<file path="src/hw/gpio_port_regs.svh">
// register offsets, field positions, reset values for one gpio port
`ifndef GPIO_PORT_REGS_SVH
`define GPIO_PORT_REGS_SVH

// data window covers byte offsets 0x000..0x3fc, mask in addr[9:2]
`define DATA_WIN_LO      12'h000
`define DATA_WIN_HI      12'h3fc
`define MASK_LSB         2
`define MASK_MSB         9
`define DIR_OFFSET       12'h400
`define AFSEL_OFFSET     12'h420
`define PUR_OFFSET       12'h510
`define PDR_OFFSET       12'h514
`define DEN_OFFSET       12'h51c
`define LOCK_OFFSET      12'h520
`define COMMIT_OFFSET    12'h524
`define PIN_IN_OFFSET    12'h528
`define UNLOCK_KEY       32'h1acce551
`define RST_ZERO         8'h00
`define RST_DEBUG_MASK   8'h00
`define RST_COMMIT       8'hff

`endif

</file>
<file path="src/hw/gpio_port_pkg.sv">
// types shared by the gpio port modules
package gpio_port_pkg;
    typedef logic [7:0]  pin_vec_t;
    typedef logic [11:0] addr_t;
    typedef logic [31:0] word_t;
    typedef enum logic [1:0] {
        LOCKED   = 2'b01,
        UNLOCKED = 2'b10
    } lock_state_e;
endpackage : gpio_port_pkg

</file>
<file path="src/hw/gpio_pad_if.sv">
// per-port pad control bundle between the port core and its pad stage
`timescale 1ns/1ps
`default_nettype none
interface gpio_pad_if;
    gpio_port_pkg::pin_vec_t dir;
    gpio_port_pkg::pin_vec_t data;
    gpio_port_pkg::pin_vec_t afsel;
    gpio_port_pkg::pin_vec_t den;
    gpio_port_pkg::pin_vec_t periph_out;
    gpio_port_pkg::pin_vec_t periph_oe;
    gpio_port_pkg::pin_vec_t pad_out;
    gpio_port_pkg::pin_vec_t pad_oe_n;
    modport core (output dir, data, afsel, den, input pad_out, pad_oe_n);
    modport pad  (input dir, data, afsel, den, periph_out, periph_oe,
                  output pad_out, pad_oe_n);
    modport top  (output periph_out, periph_oe);
endinterface : gpio_pad_if
`default_nettype wire

</file>
<file path="src/hw/gpio_pad_mux.sv">
// pad stage: selects software or peripheral drive for each pin
`timescale 1ns/1ps
`default_nettype none
module gpio_pad_mux (
    gpio_pad_if.pad pads
);
    // afsel hands the pin to the peripheral, else dir/data drive it
    assign pads.pad_out  = (pads.afsel & pads.periph_out) |
                           (~pads.afsel & pads.data); // RQ12
    // enable is active low; no pad driven without digital enable
    assign pads.pad_oe_n = ~(pads.den & ((pads.afsel & pads.periph_oe) |
                           (~pads.afsel & pads.dir))); // RQ7
endmodule : gpio_pad_mux
`default_nettype wire

</file>
<file path="src/hw/gpio_port.sv">
// one general purpose i/o port of eight pins with masked data access
//
// Contract
// RQ1: ordinary pins reset undriven, config bits zero
// RQ2: debug pins reset afsel, den, pull-up one
// RQ3: any reset restores both pin groups' defaults
// RQ4: board must not hold debug reset pin low
// RQ5: eight ports built from this one block
// RQ6: direction zero: data bit captures pin value
// RQ7: direction one: data bit drives the pad
// RQ8: address bits 9..2 mask data accesses
// RQ9: data register answers at 256 word locations
// RQ10: masked write updates only selected bits
// RQ11: masked read returns zero for unselected bits
// RQ12: afsel gives pin to peripheral, else software
// RQ13: protected afsel bits need unlock and commit
// RQ14: eight-bit registers, upper bus bits zero
`timescale 1ns/1ps
`default_nettype none
`include "gpio_port_regs.svh"
module gpio_port #(
    // debug pins of this port instance; zero on ordinary ports
    parameter logic [7:0] DEBUG_MASK = `RST_DEBUG_MASK // RQ5
) (
    input  wire logic        clk,
    input  wire logic        rstn,
    input  wire logic [11:0] addr,
    input  wire logic [31:0] wdata,
    input  wire logic        wr,
    input  wire logic        rd,
    output logic      [31:0] rdata,
    input  wire logic [7:0]  pin_in,
    output logic      [7:0]  pin_out,
    output logic      [7:0]  pin_oe_n,
    input  wire logic [7:0]  periph_out,
    input  wire logic [7:0]  periph_oe,
    output logic      [7:0]  periph_in,
    output logic      [7:0]  pull_up_enable,
    output logic      [7:0]  pull_down_enable
);
    gpio_pad_if pads ();

    gpio_port_pkg::pin_vec_t pin_data_r;
    gpio_port_pkg::pin_vec_t pin_data_nxt;
    gpio_port_pkg::pin_vec_t pin_direction_r;
    gpio_port_pkg::pin_vec_t alt_function_select_r;
    gpio_port_pkg::pin_vec_t alt_function_select_nxt;
    gpio_port_pkg::pin_vec_t digital_pad_enable_r;
    gpio_port_pkg::pin_vec_t pull_up_enable_r;
    gpio_port_pkg::pin_vec_t pull_down_enable_r;
    gpio_port_pkg::pin_vec_t config_commit_r;
    gpio_port_pkg::lock_state_e lock_r;
    gpio_port_pkg::lock_state_e lock_nxt;
    gpio_port_pkg::word_t rdata_r;

    wire logic [7:0] mask     = addr[`MASK_MSB:`MASK_LSB]; // RQ8
    wire logic [7:0] wbyte    = wdata[7:0]; // RQ14
    wire logic       sel_data = addr <= `DATA_WIN_HI; // RQ9
    wire logic       sel_dir  = addr == `DIR_OFFSET;
    wire logic       sel_afs  = addr == `AFSEL_OFFSET;
    wire logic       sel_pur  = addr == `PUR_OFFSET;
    wire logic       sel_pdr  = addr == `PDR_OFFSET;
    wire logic       sel_den  = addr == `DEN_OFFSET;
    wire logic       sel_lock = addr == `LOCK_OFFSET;
    wire logic       sel_cr   = addr == `COMMIT_OFFSET;
    wire logic       sel_pin  = addr == `PIN_IN_OFFSET;
    wire logic       unlocked = lock_r == gpio_port_pkg::UNLOCKED;

    // input pins are captured continuously; output pins keep written value
    wire logic [7:0] data_wr  = (wr && sel_data) ? mask : 8'h00;
    assign pin_data_nxt = (~pin_direction_r & pin_in) |
                          (pin_direction_r & data_wr & wbyte) |
                          (pin_direction_r & ~data_wr & pin_data_r); // RQ6 RQ10

    // debug afsel bits only change when unlocked and committed
    wire logic [7:0] afs_open = ~DEBUG_MASK |
                                (unlocked ? config_commit_r : 8'h00);
    assign alt_function_select_nxt =
        (afs_open & wbyte) | (~afs_open & alt_function_select_r); // RQ13

    // any write to lock relocks unless it carries the key
    assign lock_nxt = (wdata == `UNLOCK_KEY) ? gpio_port_pkg::UNLOCKED
                                             : gpio_port_pkg::LOCKED;

    wire logic [7:0] rd_byte =
        sel_data ? (pin_data_r & mask) : // RQ11
        sel_dir  ? pin_direction_r :
        sel_afs  ? alt_function_select_r :
        sel_pur  ? pull_up_enable_r :
        sel_pdr  ? pull_down_enable_r :
        sel_den  ? digital_pad_enable_r :
        sel_cr   ? config_commit_r :
        sel_pin  ? pin_in : 8'h00;
    wire logic [31:0] rd_word =
        sel_lock ? {31'h0, ~unlocked} : {24'h000000, rd_byte}; // RQ14

    // async reset covers power-on and external reset pin alike
    always_ff @(posedge clk or negedge rstn) begin
        if (!rstn) begin
            pin_data_r            <= `RST_ZERO;
            pin_direction_r       <= `RST_ZERO;
            alt_function_select_r <= DEBUG_MASK; // RQ1 RQ2 RQ3
            digital_pad_enable_r  <= DEBUG_MASK; // RQ1 RQ2 RQ3
            pull_up_enable_r      <= DEBUG_MASK; // RQ1 RQ2 RQ3
            pull_down_enable_r    <= `RST_ZERO; // RQ1 RQ3
            config_commit_r       <= `RST_COMMIT;
            lock_r                <= gpio_port_pkg::LOCKED;
        end else begin
            pin_data_r <= pin_data_nxt;
            if (wr && sel_dir)
                pin_direction_r <= wbyte;
            if (wr && sel_afs)
                alt_function_select_r <= alt_function_select_nxt;
            if (wr && sel_den)
                digital_pad_enable_r <= wbyte;
            if (wr && sel_pur)
                pull_up_enable_r <= wbyte;
            if (wr && sel_pdr)
                pull_down_enable_r <= wbyte;
            if (wr && sel_cr && unlocked)
                config_commit_r <= wbyte;
            if (wr && sel_lock)
                lock_r <= lock_nxt;
        end
    end

    always_ff @(posedge clk or negedge rstn) begin
        if (!rstn)
            rdata_r <= 32'h00000000;
        else
            rdata_r <= rd ? rd_word : 32'h00000000;
    end

    assign rdata = rdata_r;

    assign pads.dir        = pin_direction_r;
    assign pads.data       = pin_data_r;
    assign pads.afsel      = alt_function_select_r;
    assign pads.den        = digital_pad_enable_r;
    assign pads.periph_out = periph_out;
    assign pads.periph_oe  = periph_oe;

    gpio_pad_mux u_pad (
        .pads (pads)
    );

    assign pin_out          = pads.pad_out;
    assign pin_oe_n         = pads.pad_oe_n;
    // peripherals see the pad only when the digital input is enabled
    assign periph_in        = pin_in & digital_pad_enable_r;
    assign pull_up_enable   = pull_up_enable_r;
    assign pull_down_enable = pull_down_enable_r;
endmodule : gpio_port
`default_nettype wire

</file>
<file path="config.mk">
export PLATFORM = sky130hd
export DESIGN_NAME = gpio_port
export DESIGN_NICKNAME = d
export VERILOG_FILES = /design/src/hw/gpio_port_pkg.sv /design/src/hw/gpio_pad_if.sv /design/src/hw/gpio_pad_mux.sv /design/src/hw/gpio_port.sv
export VERILOG_INCLUDE_DIRS = /design/src /design/src/hw
export SDC_FILE = /design/constraint.sdc
export NUM_CORES = 1
export LEC_CHECK = 0
export ABC_AREA = 1
export BUFFER_PORTS_ARGS = -buffer_cell sky130_fd_sc_hd__buf_2
export CORE_AREA = 2 2 111 81
export CTS_CLUSTER_DIAMETER = 120
export DETAILED_ROUTE_END_ITERATION = 8
export DIE_AREA = 0 0 113 83
export PLACE_DENSITY_LB_ADDON = 0.2
export SLEW_MARGIN = 0
export SYNTH_ARGS = -nofsm -noshare
export SYNTH_HDL_FRONTEND = slang
export SYNTH_SLANG_ARGS = --single-unit
</file>
<file path="constraint.sdc">
create_clock -name clk -period 1.38 [get_ports clk]
set_input_delay 0.069 -clock clk [delete_from_list [all_inputs] [get_ports clk]]
set_output_delay 0.069 -clock clk [all_outputs]
set_load 0.05 [all_outputs]
</file>
== Word-level counts from Yosys, hierarchy flattened ==
Cells that the tools add are included.

* Bitwise gates (word level): 21
* Reductions and logical operators: 9
* Mux-type cells: 12
* $lt $le $gt $ge: 1
* Equal/unequal tests: 10

{| class="wikitable"
|+ Operators by type and width
! operator !! count
|-
| 8-bit bitwise AND || 12
|-
| 12-bit by 11-bit equality test with 1-bit output, second input constant || 8
|-
| 8-bit two-way mux || 11
|-
| 32-bit by 29-bit equality test with 1-bit output, second input constant || 1
|-
| 8-bit NOT || 4
|-
| 8-bit bitwise OR || 4
|-
| 12-bit by 10-bit <= comparator with 1-bit output, second input constant || 1
|-
| 1-bit logical AND || 9
|-
| 2-bit equality test, second input constant || 1
|-
| 2-bit two-way mux || 1
|-
| 1-bit NOT || 1
|}

* Input port bits: 72
* Register bits after elaboration: 66
* Output and inout port bits: 72
* Word-level logic and storage cells: 62

== Logic depth before layout (Yosys ltp) ==
Gate-level depths: netlist of the first run.

* Depth after elaboration: 11
* Mapped depth: 14
* Mapped depth without buffers: 14

== Cells and area by module ==
From an unflattened synthesis of the first run, not the netlist that was laid out.

* Cell total of the unflattened synthesis: 560
* Area total of the unflattened synthesis: 4081.4 sq um

{| class="wikitable"
|+ By module, submodules not included
! module !! area each (sq um) !! cells each !! seq. area each (sq um) !! instances
|-
| gpio_port || 3748.6 || 488 || 1662.8 || 1
|-
| gpio_pad_mux || 332.8 || 72 || 0.0 || 1
|}

== Worst setup path before layout of the first run ==
No wires, ideal clock.

* Kind: reg2out
* Start point: reg alt_function_select_r[4]
* End point: out pin_out[4]
* Arrival time: 1.512 ns
* Buffers on the path: 0
* Data required time: 1.311 ns
* Slack: -0.201 ns
* Stages on the path, launching flop included: 2
* Cell sequence: dfrtp_1 o21ai_0

* Word-level cells in the longest chain between the ends: 3
* Elaborated cells between the ends (all ways): 4
* Those cells by class: 4 x bitwise

{| class="wikitable"
|+ Ends and longest elaborated chain
! item !! RTL line !! RTL
|-
| from (decl) || gpio_port.sv:46 || <nowiki>gpio_port_pkg::pin_vec_t alt_function_select_r;</nowiki>
|-
| from (signal assigned) || gpio_port.sv:113 || <nowiki>alt_function_select_r <= alt_function_select_nxt;</nowiki>
|-
| 8-bit NOT || gpio_pad_mux.sv:9 || <nowiki>(~pads.afsel & pads.data);</nowiki>
|-
| 8-bit bitwise AND || gpio_pad_mux.sv:9 ||
|-
| 8-bit bitwise OR (*) || gpio_pad_mux.sv:8 || <nowiki>assign pads.pad_out = (pads.afsel & pads.periph_out) |</nowiki>
|-
| to (decl) || gpio_port.sv:33 || <nowiki>output logic [7:0] pin_out,</nowiki>
|}

Every way passes the cells marked *; elsewhere a longest branch is shown, timed or not.

== Worst setup path in the final report of the first run ==
* Start point: reg alt_function_select_r[5]
* End point: out pin_out[5]

Same word-level chain as after synthesis.

==> impl_metrics.tcl, run 1 <==
set metrics [dict create \
    synth_top_family_by_area "simple AND/OR/NAND/NOR gates" \
    nets 781 \
    h-tree-depth 3 \
    synth_fa_ha_area_frac 0 \
    endpoint_kind "output port" \
    synthXorXnorAreaFrac 0 \
    synth_cells 543 \
    cp.arrival_ns 1.29 \
    io_buffers 119 \
    cts_buffer_depth 2 \
    grt_usage 0.271 \
    synth_area_mm2 0.00405 \
    critical_path.startpoint_type "flip-flop" \
    synth_seq_cells 66 \
    fin_crit_ns 1.36 \
    async_reset_ff_frac 1.00 \
    yosysUniqueCellTypes 31 \
    cts_root_buf "clkbuf_16" \
    rows 28 \
    yosys.area.top_type "dfrtp_1" \
    clkTransAtPathRegs_ns 0.05 \
    grt-ovfl-total 0 \
    ys_seq_area_frac 0.411 \
    finalPower_w 0.00515 \
    synth_compound_area_frac 0.136 \
    cts.sinks 66 \
    grt_setup_unrepaired "true" \
    drcViolationCount 10 \
    synthToLayoutAreaGrowth_pct 31.3 \
    hold_start "pin_in[7]" \
    routabilityCongestion 0.973 \
    drive_above_1_share 0.338 \
    die_y_um 83 \
    ant_nets 0 \
    fin_crit_sh 0.984 \
    setup_viol 0 \
    skew_ns 0.00534 \
    die_w_um 113 \
    reg2reg_from "config_commit_r[1]" \
    crit_type "reg2out" \
    hold_slack_ns 0.0299 \
    initial_core_util 0.490 \
    grt_pass1_wl_mm 20.2 \
    synth.area.mux_share 0.00556 \
    yosysTopAreaCellShare 0.352 \
    die-area_mm2 0.00938 \
    synth.most_common_cell "nand2_1" \
    num_vias 4185 \
    critPathBufInv 1 \
    cellPowerDensity_mw_per_mm2 968 \
    ys_top_cells_by_count "nand2_1, inv_1, dfrtp_1, o21ai_0, nand3_1" \
    synth_edf_count 0 \
    fmax_mhz 736 \
    slowest_delay_ns 0.44 \
    fillCellCount 729 \
    cts_tree "done" \
    yosysWarnings 0 \
    antenna_found_initial 0 \
    worst_path_dominant_cell_family "flip-flops" \
    drt-initial-drc-count 385 \
    violations "DRC" \
    clk_latency_ns 0.33 \
    crit_start "alt_function_select_r[5]" \
    dp_hpwl_mm 9.88 \
    grt_max_degree 67 \
    num_antenna_cells 0 \
    hold_viol 0 \
    min_path_type "in2reg" \
    yosys.area_share.simple 0.294 \
    core_area_mm2 0.00827 \
    status "finished, violations left" \
    timing.max_cap.violations 0 \
    cp_cell_sequence "o21ai_1 -> buf_2" \
    io_pins 144 \
    cp.required_ns 1.31 \
    routed_wl_mm 12.8 \
    synthFlopType "dfrtp_1" \
    cts_buffers 9 \
    slowest_stage "dfrtp_1" \
    drt-wirelength-per-cell_um 15.6 \
    p_leak_nw 2.81 \
    drv_slew 0 \
    crit_fanout 6 \
    ir_worst_vdd_v 0.000521 \
    first_pass_iters 7 \
    synth_area_leaders "dfrtp_1, nand2_1, inv_1, dfstp_2, o21ai_0" \
    viasPerCell 5.11 \
    grt_pass1_vias 3914 \
    avgSynthCellArea_um2 7.46 \
]
## kinds of logic (layout without fill, tap and decap cells)
logic type,Yosys count,count (layout)
DFF,66,66
AOI/OAI and AO/OA,98,98
buffers and inverters,121,269
muxes,2,2
and+or+nand+nor,255,255
other,1,24
## routing by layer
layer | vias to the layer above | part of all wire | track usage | wire [µm]
met1 | 1923 | 0.46 | 0.420 | 5890
met4 | 0 | 0.011 | 0.0488 | 144
met2 | 217 | 0.42 | 0.391 | 5420
met5 | - | 0 | 0 | 0
li1 | 2030 | - | - | -
met3 | 15 | 0.10 | 0.0606 | 1330
## where the power goes
part	total (W)	switching [W]	internal (W)
sequential	0.00198	0.0000190	0.00197
clock	0.00245	0.000863	0.00159
combinational	0.000716	0.000507	0.000209
total	0.00515	0.00139	0.00376
## placed cells by master, fill, tap and decap left out, types with 3 or more instances in the layout
cell         n
clkbuf_16    9
nand2_4      6
nand2_1    150
a21oi_1      6
o21ai_0     32
buf_4       44
o211ai_1     5
nor4_1       5
clkinv_2     3
o21ai_2      5
dfstp_2      9
inv_1       76
nand4_1     11
and3_1       5
o21ai_1     41
nor2_4       4
nor2_1      17
nor3_1       7
buf_2      113
a21oi_2      6
dfrtp_1     55
conb_1      24
nand3_1     33
buf_12       3
nor2_2       7
nand2_2      8
inv_2        8
## path summary, 6_finish.rpt
| kind | endpoint | slack, ns | depth (start not counted) |
|---|---|---|---|
| worst max-delay path | pin_out[5] | 0.02 | 2 |
| worst min-delay path | pads.data[7] | 0.03 | 3 |
| worst max register to register | rdata[1] | 0.20 | 5 |
| worst min register to register | config_commit_r[7] | 0.49 | 2 |
| max in group asynchronous | config_commit_r[0] | 0.74 | 3 |
| min in group asynchronous | pads.dir[2] | 0.27 | 3 |
## tightest hold or removal path: stages
cell	delay, ns
buf_2	0.12
nand2_1	0.07
nand3_1	0.07
## final cells by class
type / instances / area (µm²) / area share
inverter: 88 / 338 / 0.0635
clock inverter: 6 / 90.1 / 0.0169
multi-input combinational: 379 / 1860 / 0.350
timing repair buffer: 165 / 1000 / 0.188
clock buffer: 10 / 229 / 0.0430
tap: 105 / 131 / 0.0247
sequential: 66 / 1670 / 0.313
## flip-flops by register name, indices dropped and copies added, names as in the netlist
name / cells
alt_function_select_r: 8
config_commit_r: 8
digital_pad_enable_r: 8
pads.data: 8
pads.dir: 8
pull_down_enable: 8
pull_up_enable: 8
rdata: 8
lock_r: 2
## what timing repair did
| item | in CTS | in global routing |
|---|---|---|
| gates resized for setup | 2 | 18 |
| hold buffers | 2 | 0 |
| cloned | 0 | 0 |
| hold endpoints to repair | 58 | 0 |
| buffers inserted | 0 | 3 |
| endpoints found under the setup margin | 2 | 11 |
| pin swaps | 0 | 0 |
## through the flow
stage / instance area, µm² / worst slack, ns / TNS, ns / std cells / util
after floorplan: 4140 / 0.102 / 0 / 566 / -
after global placement: 4930 / -0.112 / -1.60 / 798 / 0.596
after detailed placement: 4930 / -0.130 / -2.02 / 798 / 0.596
after CTS: 5270 / 0.00211 / 0 / 816 / 0.637
after global routing: 5320 / -0.0174 / -0.0174 / 819 / 0.643
final: 5320 / 0.0220 / 0 / 819 / 0.643
Power figures use the tool's default switching activity.
==> run 2: changes to the inputs <==
CELL_PAD_IN_SITES_DETAIL_PLACEMENT = 1   (was not set)
CELL_PAD_IN_SITES_GLOBAL_PLACEMENT = 1   (was not set)
CORE_AREA = 2 2 132 96   (was 2 2 111 81)
DIE_AREA = 0 0 134 98   (was 0 0 113 83)
==> run 2 against run 1 <==
Register-to-register slack worse by 0.07 ns. Non-clock buffer count grew 7. Final cell count is 7.7% higher. Worst hold slack worse by 0.0069 ns. Clock-buffer cell count increased by 2. Highest routed layer unchanged. Largest power group unchanged. Power decreased by 3.4%. Combinational power rose by 0.8%. Clock power fell by 7%. The run now ends clean. Core utilization is 19 points lower. Via count is 1.7% higher. First-iteration DRC count shrank 36%. Largest cell class unchanged.
==> impl_metrics.tcl, run 2 (same netlist as run 1, synthesis figures left out) <==
set metrics [dict create \
    status "finished clean" \
    ir_worst_vdd_v 0.000667 \
    drive_above_1_share 0.347 \
    grt-ovfl-total 0 \
    crit_type "reg2out" \
    nets 788 \
    reg2reg_from "lock_r[0]" \
    num_antenna_cells 0 \
    die-area_mm2 0.0131 \
    grt_pass1_wl_mm 23.6 \
    hold_start "pin_in[3]" \
    p_leak_nw 2.83 \
    drt-wirelength-per-cell_um 17.2 \
    hold_slack_ns 0.0231 \
    h-tree-depth 3 \
    fin_crit_ns 1.35 \
    timing.max_cap.violations 0 \
    multi_input_area_mm2 0.00186 \
    io_pins 144 \
    use_met1 0.350 \
    grt_usage 0.235 \
    cp_cell_sequence "mux2_2 -> buf_4" \
    crit_fanout 4 \
    core_area_mm2 0.0120 \
    grt_max_degree 67 \
    die_y_um 98 \
    endpoint_kind "output port" \
    cts_root_buf "clkbuf_16" \
    ant_nets 0 \
    die_w_um 134 \
    routabilityCongestion 0.873 \
    clk_latency_ns 0.34 \
    initial_core_util 0.339 \
    cellPowerDensity_mw_per_mm2 922 \
    slowest_delay_ns 0.40 \
    first_pass_iters 4 \
    grt_util_met3 0.0467 \
    drt-initial-drc-count 245 \
    gr-max-usage-layer "met2" \
    rr_worst_depth 3 \
    antenna_found_initial 0 \
    cts_tree "done" \
    r2r_end "config_commit_r[4]" \
    io_buffers 119 \
    dp_hpwl_mm 12.0 \
    hold_viol 0 \
    rows 34 \
    drv_slew 0 \
    fillCellCount 1539 \
    cts_buffers 9 \
    cp.arrival_ns 1.28 \
    regToRegSetupSlack_ns 0.13 \
    num_vias 4255 \
    finalPower_w 0.00497 \
    setup_viol 0 \
    grt_pass1_vias 4291 \
    cp.required_ns 1.31 \
    fin_crit_sh 0.978 \
    grt_util_met2 0.353 \
    clkTransAtPathRegs_ns 0.05 \
    synthToLayoutAreaGrowth_pct 33.1 \
    final_common_cell "nand2_1" \
    skew_ns 0.00349 \
    slowest_stage "dfrtp_2" \
    viasPerCell 4.82 \
    dpl_cell_area_mm2 0.00499 \
    routed_wl_mm 15.1 \
    min_path_type "in2reg" \
    fmax_mhz 741 \
    final-seq-area_mm2 0.00167 \
    final_cell_mix "nand2_1, buf_2, inv_1" \
    finalCoreUtilization 0.451 \
    hold_depth 3 \
    cts_buffer_depth 2 \
    critical_path.startpoint_type "flip-flop" \
    min_to "pads.data[3]" \
    cts.sinks 66 \
    drcViolationCount 0 \
    fin_area_mm2 0.00539 \
]
## run 2: cell count changes in the layout (fill, tap and decap cells not counted), sizes merged
cell / change
bufinv: -1
buf: +7
dlygate4sd3: -1
clkbuf: +3
inv: -1
clkinvlp: -1
## run 2: area by class of cell
type,instances,area share
Clock buffer,12,0.0457
Clock inverter,3,0.00742
Inverter,88,0.0626
Multi-Input combinational cell,379,0.345
Sequential cell,66,0.310
Tap cell,162,0.0376
Timing Repair Buffer,172,0.192
## run 2: per-stage QoR
stage	TNS, ns	instances	setup slack [ns]
final	0	882	0.0310
after global routing	-0.0197	882	-0.0104
after CTS	0	875	0.0000496
after detailed placement	-6.85	857	-0.285
after global placement	-3.78	857	-0.203
after floorplan	0	566	0.102
## run 2: metal layers
layer  up-vias  wire length (µm)
li1       2040                 -
met1      2067              7480
met2       134              6580
met3        14               904
met4         0               176
met5         -                 0
## run 2: worst max-delay path, delay by kind of cell, from the launching register on
family	cells	cell delay, ns
flip-flops	1	0.40
multiplexers	1	0.35
buffers and inverters	1	0.19
## run 2: repair_timing
action	CTS	global route
endpoints found under the setup margin	6	11
pin swaps	0	0
gates cloned	0	0
hold buffers	1	0
setup buffers	2	7
endpoints found under the hold margin	57	0
gates resized for setup	8	15
## run 2: worst max-delay path by stage
| stage | startpoint | end | slack [ns] | cells past startpoint |
|---|---|---|---|---|
| 2_1_floorplan | alt_function_select_r[7] | pin_oe_n[7] | 0.10 | 2 |
| 3_3_place_gp | addr[10] | rdata[5] | -0.20 | 13 |
| 3_5_place_dp | addr[10] | rdata[6] | -0.28 | 13 |
| 4_1_cts | alt_function_select_r[4] | pin_oe_n[4] | 0.00005 | 4 |
| 5_1_grt | alt_function_select_r[6] | pin_oe_n[6] | -0.01 | 4 |
| 6_report | alt_function_select_r[0] | pin_out[0] | 0.03 | 2 |
## run 2: power breakdown
| group | internal (W) | switching, W | leakage (nW) |
|---|---|---|---|
| Sequential | 0.00197 | 0.0000197 | 0.852 |
| Combinational | 0.000198 | 0.000523 | 1.84 |
| Clock | 0.00143 | 0.000834 | 0.142 |
==> run 3: changes to the inputs <==
CORE_AREA = 2 2 133 96   (was 2 2 132 96)
DIE_AREA = 0 0 135 98   (was 0 0 134 98)
SYNTH_HIERARCHICAL = 1   (was not set)
==> run 3 against run 2 <==
Highest routed layer unchanged. Synthesized area increased by 0.77%. Via count increased by 2.9%. Routed wire length increased by 2.3%. Critical endpoint is now pin_out[2]. Synthesized cell count increased by 3.1%. Clock power increased by 4%. Fmax increased by 3.8%. Die area increased by 0.75%.
==> impl_metrics.tcl, run 3 <==
set metrics [dict create \
    status "finished clean" \
    crit_path_end "pin_out[2]" \
    grt_pass1_wl_mm 24.0 \
    core_area_mm2 0.0121 \
    ant_nets 0 \
    drt-initial-drc-count 230 \
    io_buffers 119 \
    drt-wirelength-per-cell_um 17.0 \
    fin_area_mm2 0.00557 \
    cts_root_buf "clkbuf_16" \
    routed_wl_mm 15.5 \
    drv_slew 0 \
    synth.most_common_cell "nand2_1" \
    dp_slack_ns -0.223 \
    fin_crit_sh 0.941 \
    yosysTopAreaCellShare 0.349 \
    cp.arrival_ns 1.23 \
    dpl_cell_area_mm2 0.00524 \
    finalPower_w 0.00507 \
    synth_cells 560 \
    antenna_found_initial 0 \
    initial_core_util 0.338 \
    clkTransAtPathRegs_ns 0.06 \
    clk_latency_ns 0.33 \
    crit_type "reg2out" \
    hold_slack_ns 0.0164 \
    timing.max_cap.violations 0 \
    fin_ws_ns 0.0809 \
    postCtsSetupRepairBufs 0 \
    fin_crit_ns 1.30 \
    cellPowerDensity_mw_per_mm2 911 \
    fmax_mhz 770 \
    synthFlopType "dfrtp_1" \
    rr_worst_depth 10 \
    num_antenna_cells 0 \
    drcViolationCount 0 \
    final_cell_mix "nand2_1, buf_2, inv_1" \
    yosys.area.top_type "dfrtp_1" \
    min_path_type "in2reg" \
    r2r_end "rdata[5]" \
    regToRegSetupSlack_ns 0.15 \
    place_inst 891 \
    synth_edf_count 0 \
    num_vias 4379 \
    setup_viol 0 \
    nets 814 \
    cts_tree "done" \
    endpoint_kind "output port" \
    drive_above_1_share 0.353 \
    grt_pass1_vias 4410 \
    skew_ns 0.00580 \
    synth_seq_cells 66 \
    p_leak_nw 2.95 \
    synth_area_mm2 0.00408 \
    crit_fanout 5 \
    cp.required_ns 1.31 \
    critical_path.startpoint_type "flip-flop" \
    grt_setup_unrepaired "true" \
    grt-ovfl-total 0 \
    dp_hpwl_mm 12.3 \
    fin_cells 909 \
    avgSynthCellArea_um2 7.29 \
    rows 34 \
    crit_start "alt_function_select_r[2]" \
    synth_area_leaders "dfrtp_1, nand2_1, inv_1, dfstp_2, o21ai_1" \
    grt_usage 0.239 \
    yosysUniqueCellTypes 35 \
    routabilityCongestion 0.919 \
    cts.sinks 66 \
    yosysWarnings 6 \
    reg2reg_from "digital_pad_enable_r[5]" \
    hold_viol 0 \
    grt_max_degree 67 \
    synthToLayoutAreaGrowth_pct 36.4 \
    cts_buffers 9 \
    ir_worst_vdd_v 0.000650 \
    async_reset_ff_frac 1.00 \
    viasPerCell 4.82 \
    ys_top_cells_by_count "nand2_1, inv_1, dfrtp_1, o21ai_1, nor2_1" \
    die_y_um 98 \
    io_pins 144 \
    cts_buffer_depth 2 \
    ys_seq_area_frac 0.407 \
    die-area_mm2 0.0132 \
    final_common_cell "nand2_1" \
    die_w_um 135 \
    first_pass_iters 4 \
    h-tree-depth 3 \
]
==> run 3: how the worst min path moves through the flow <==
stage / slack, ns / start / depth (start not counted) / endpoint
floorplan: -0.23 / rstn / 0 / alt_function_select_r[0]
global placement: 0.12 / rstn / 2 / rdata[0]
detailed placement: 0.12 / rstn / 2 / alt_function_select_r[0]
CTS: 0.008 / pin_in[6] / 3 / pads.data[6]
global route: 0.03 / pin_in[6] / 3 / pads.data[6]
finish: 0.02 / pin_in[6] / 3 / pads.data[6]
==> run 3: kinds of logic (layout without fill, tap and decap cells) <==
group / after synthesis / count (layout) / synth area share
buffers and inverters: 120 / 284 / 0.139
AND/OR/NAND/NOR: 285 / 285 / 0.329
flip-flops: 66 / 66 / 0.407
AO/OA/AOI/OAI: 88 / 88 / 0.124
other: 1 / 24 / 0.000919
==> run 3: routing by layer <==
layer	global-route usage	up-vias	share of wire
met5	0	-	0
met4	0.0489	0	0.0094
met3	0.0587	14	0.068
met2	0.383	134	0.46
met1	0.331	2126	0.46
li1	-	2105	-
==> run 3: worst max-delay path, stage by stage, from the launching register on <==
cell     delay, ns
dfrtp_1       0.45
inv_2         0.09
nand2_1       0.06
nand2_1       0.05
buf_2         0.25
==> run 3: metrics by stage <==
step | util | setup TNS (ns)
after CTS | 0.460 | 0
final | 0.461 | 0
after global placement | 0.434 | -2.38
after floorplan | - | 0
after detailed placement | 0.434 | -3.30
after global routing | 0.461 | -0.0284
==> run 3: timing repair <==
action,CTS,global route
resized for setup,0,2
endpoints found under the setup margin,0,12
hold buffers,2,0
endpoints found under the hold margin,58,0
==> run 3: cell type report <==
| class | instances | area, µm² |
|---|---|---|
| clock buffer | 14 | 264 |
| multi-input combinational | 397 | 1940 |
| tap | 162 | 203 |
| inverter | 90 | 338 |
| clock inverter | 2 | 35.0 |
| timing repair buffer | 178 | 1120 |
| fill | 1588 | 6520 |
| sequential | 66 | 1660 |
==> run 3: where the power goes <==
part | internal (W) | switching (W)
clock network | 0.00150 | 0.000856
logic | 0.000212 | 0.000520
registers | 0.00196 | 0.0000210
total | 0.00367 | 0.00140
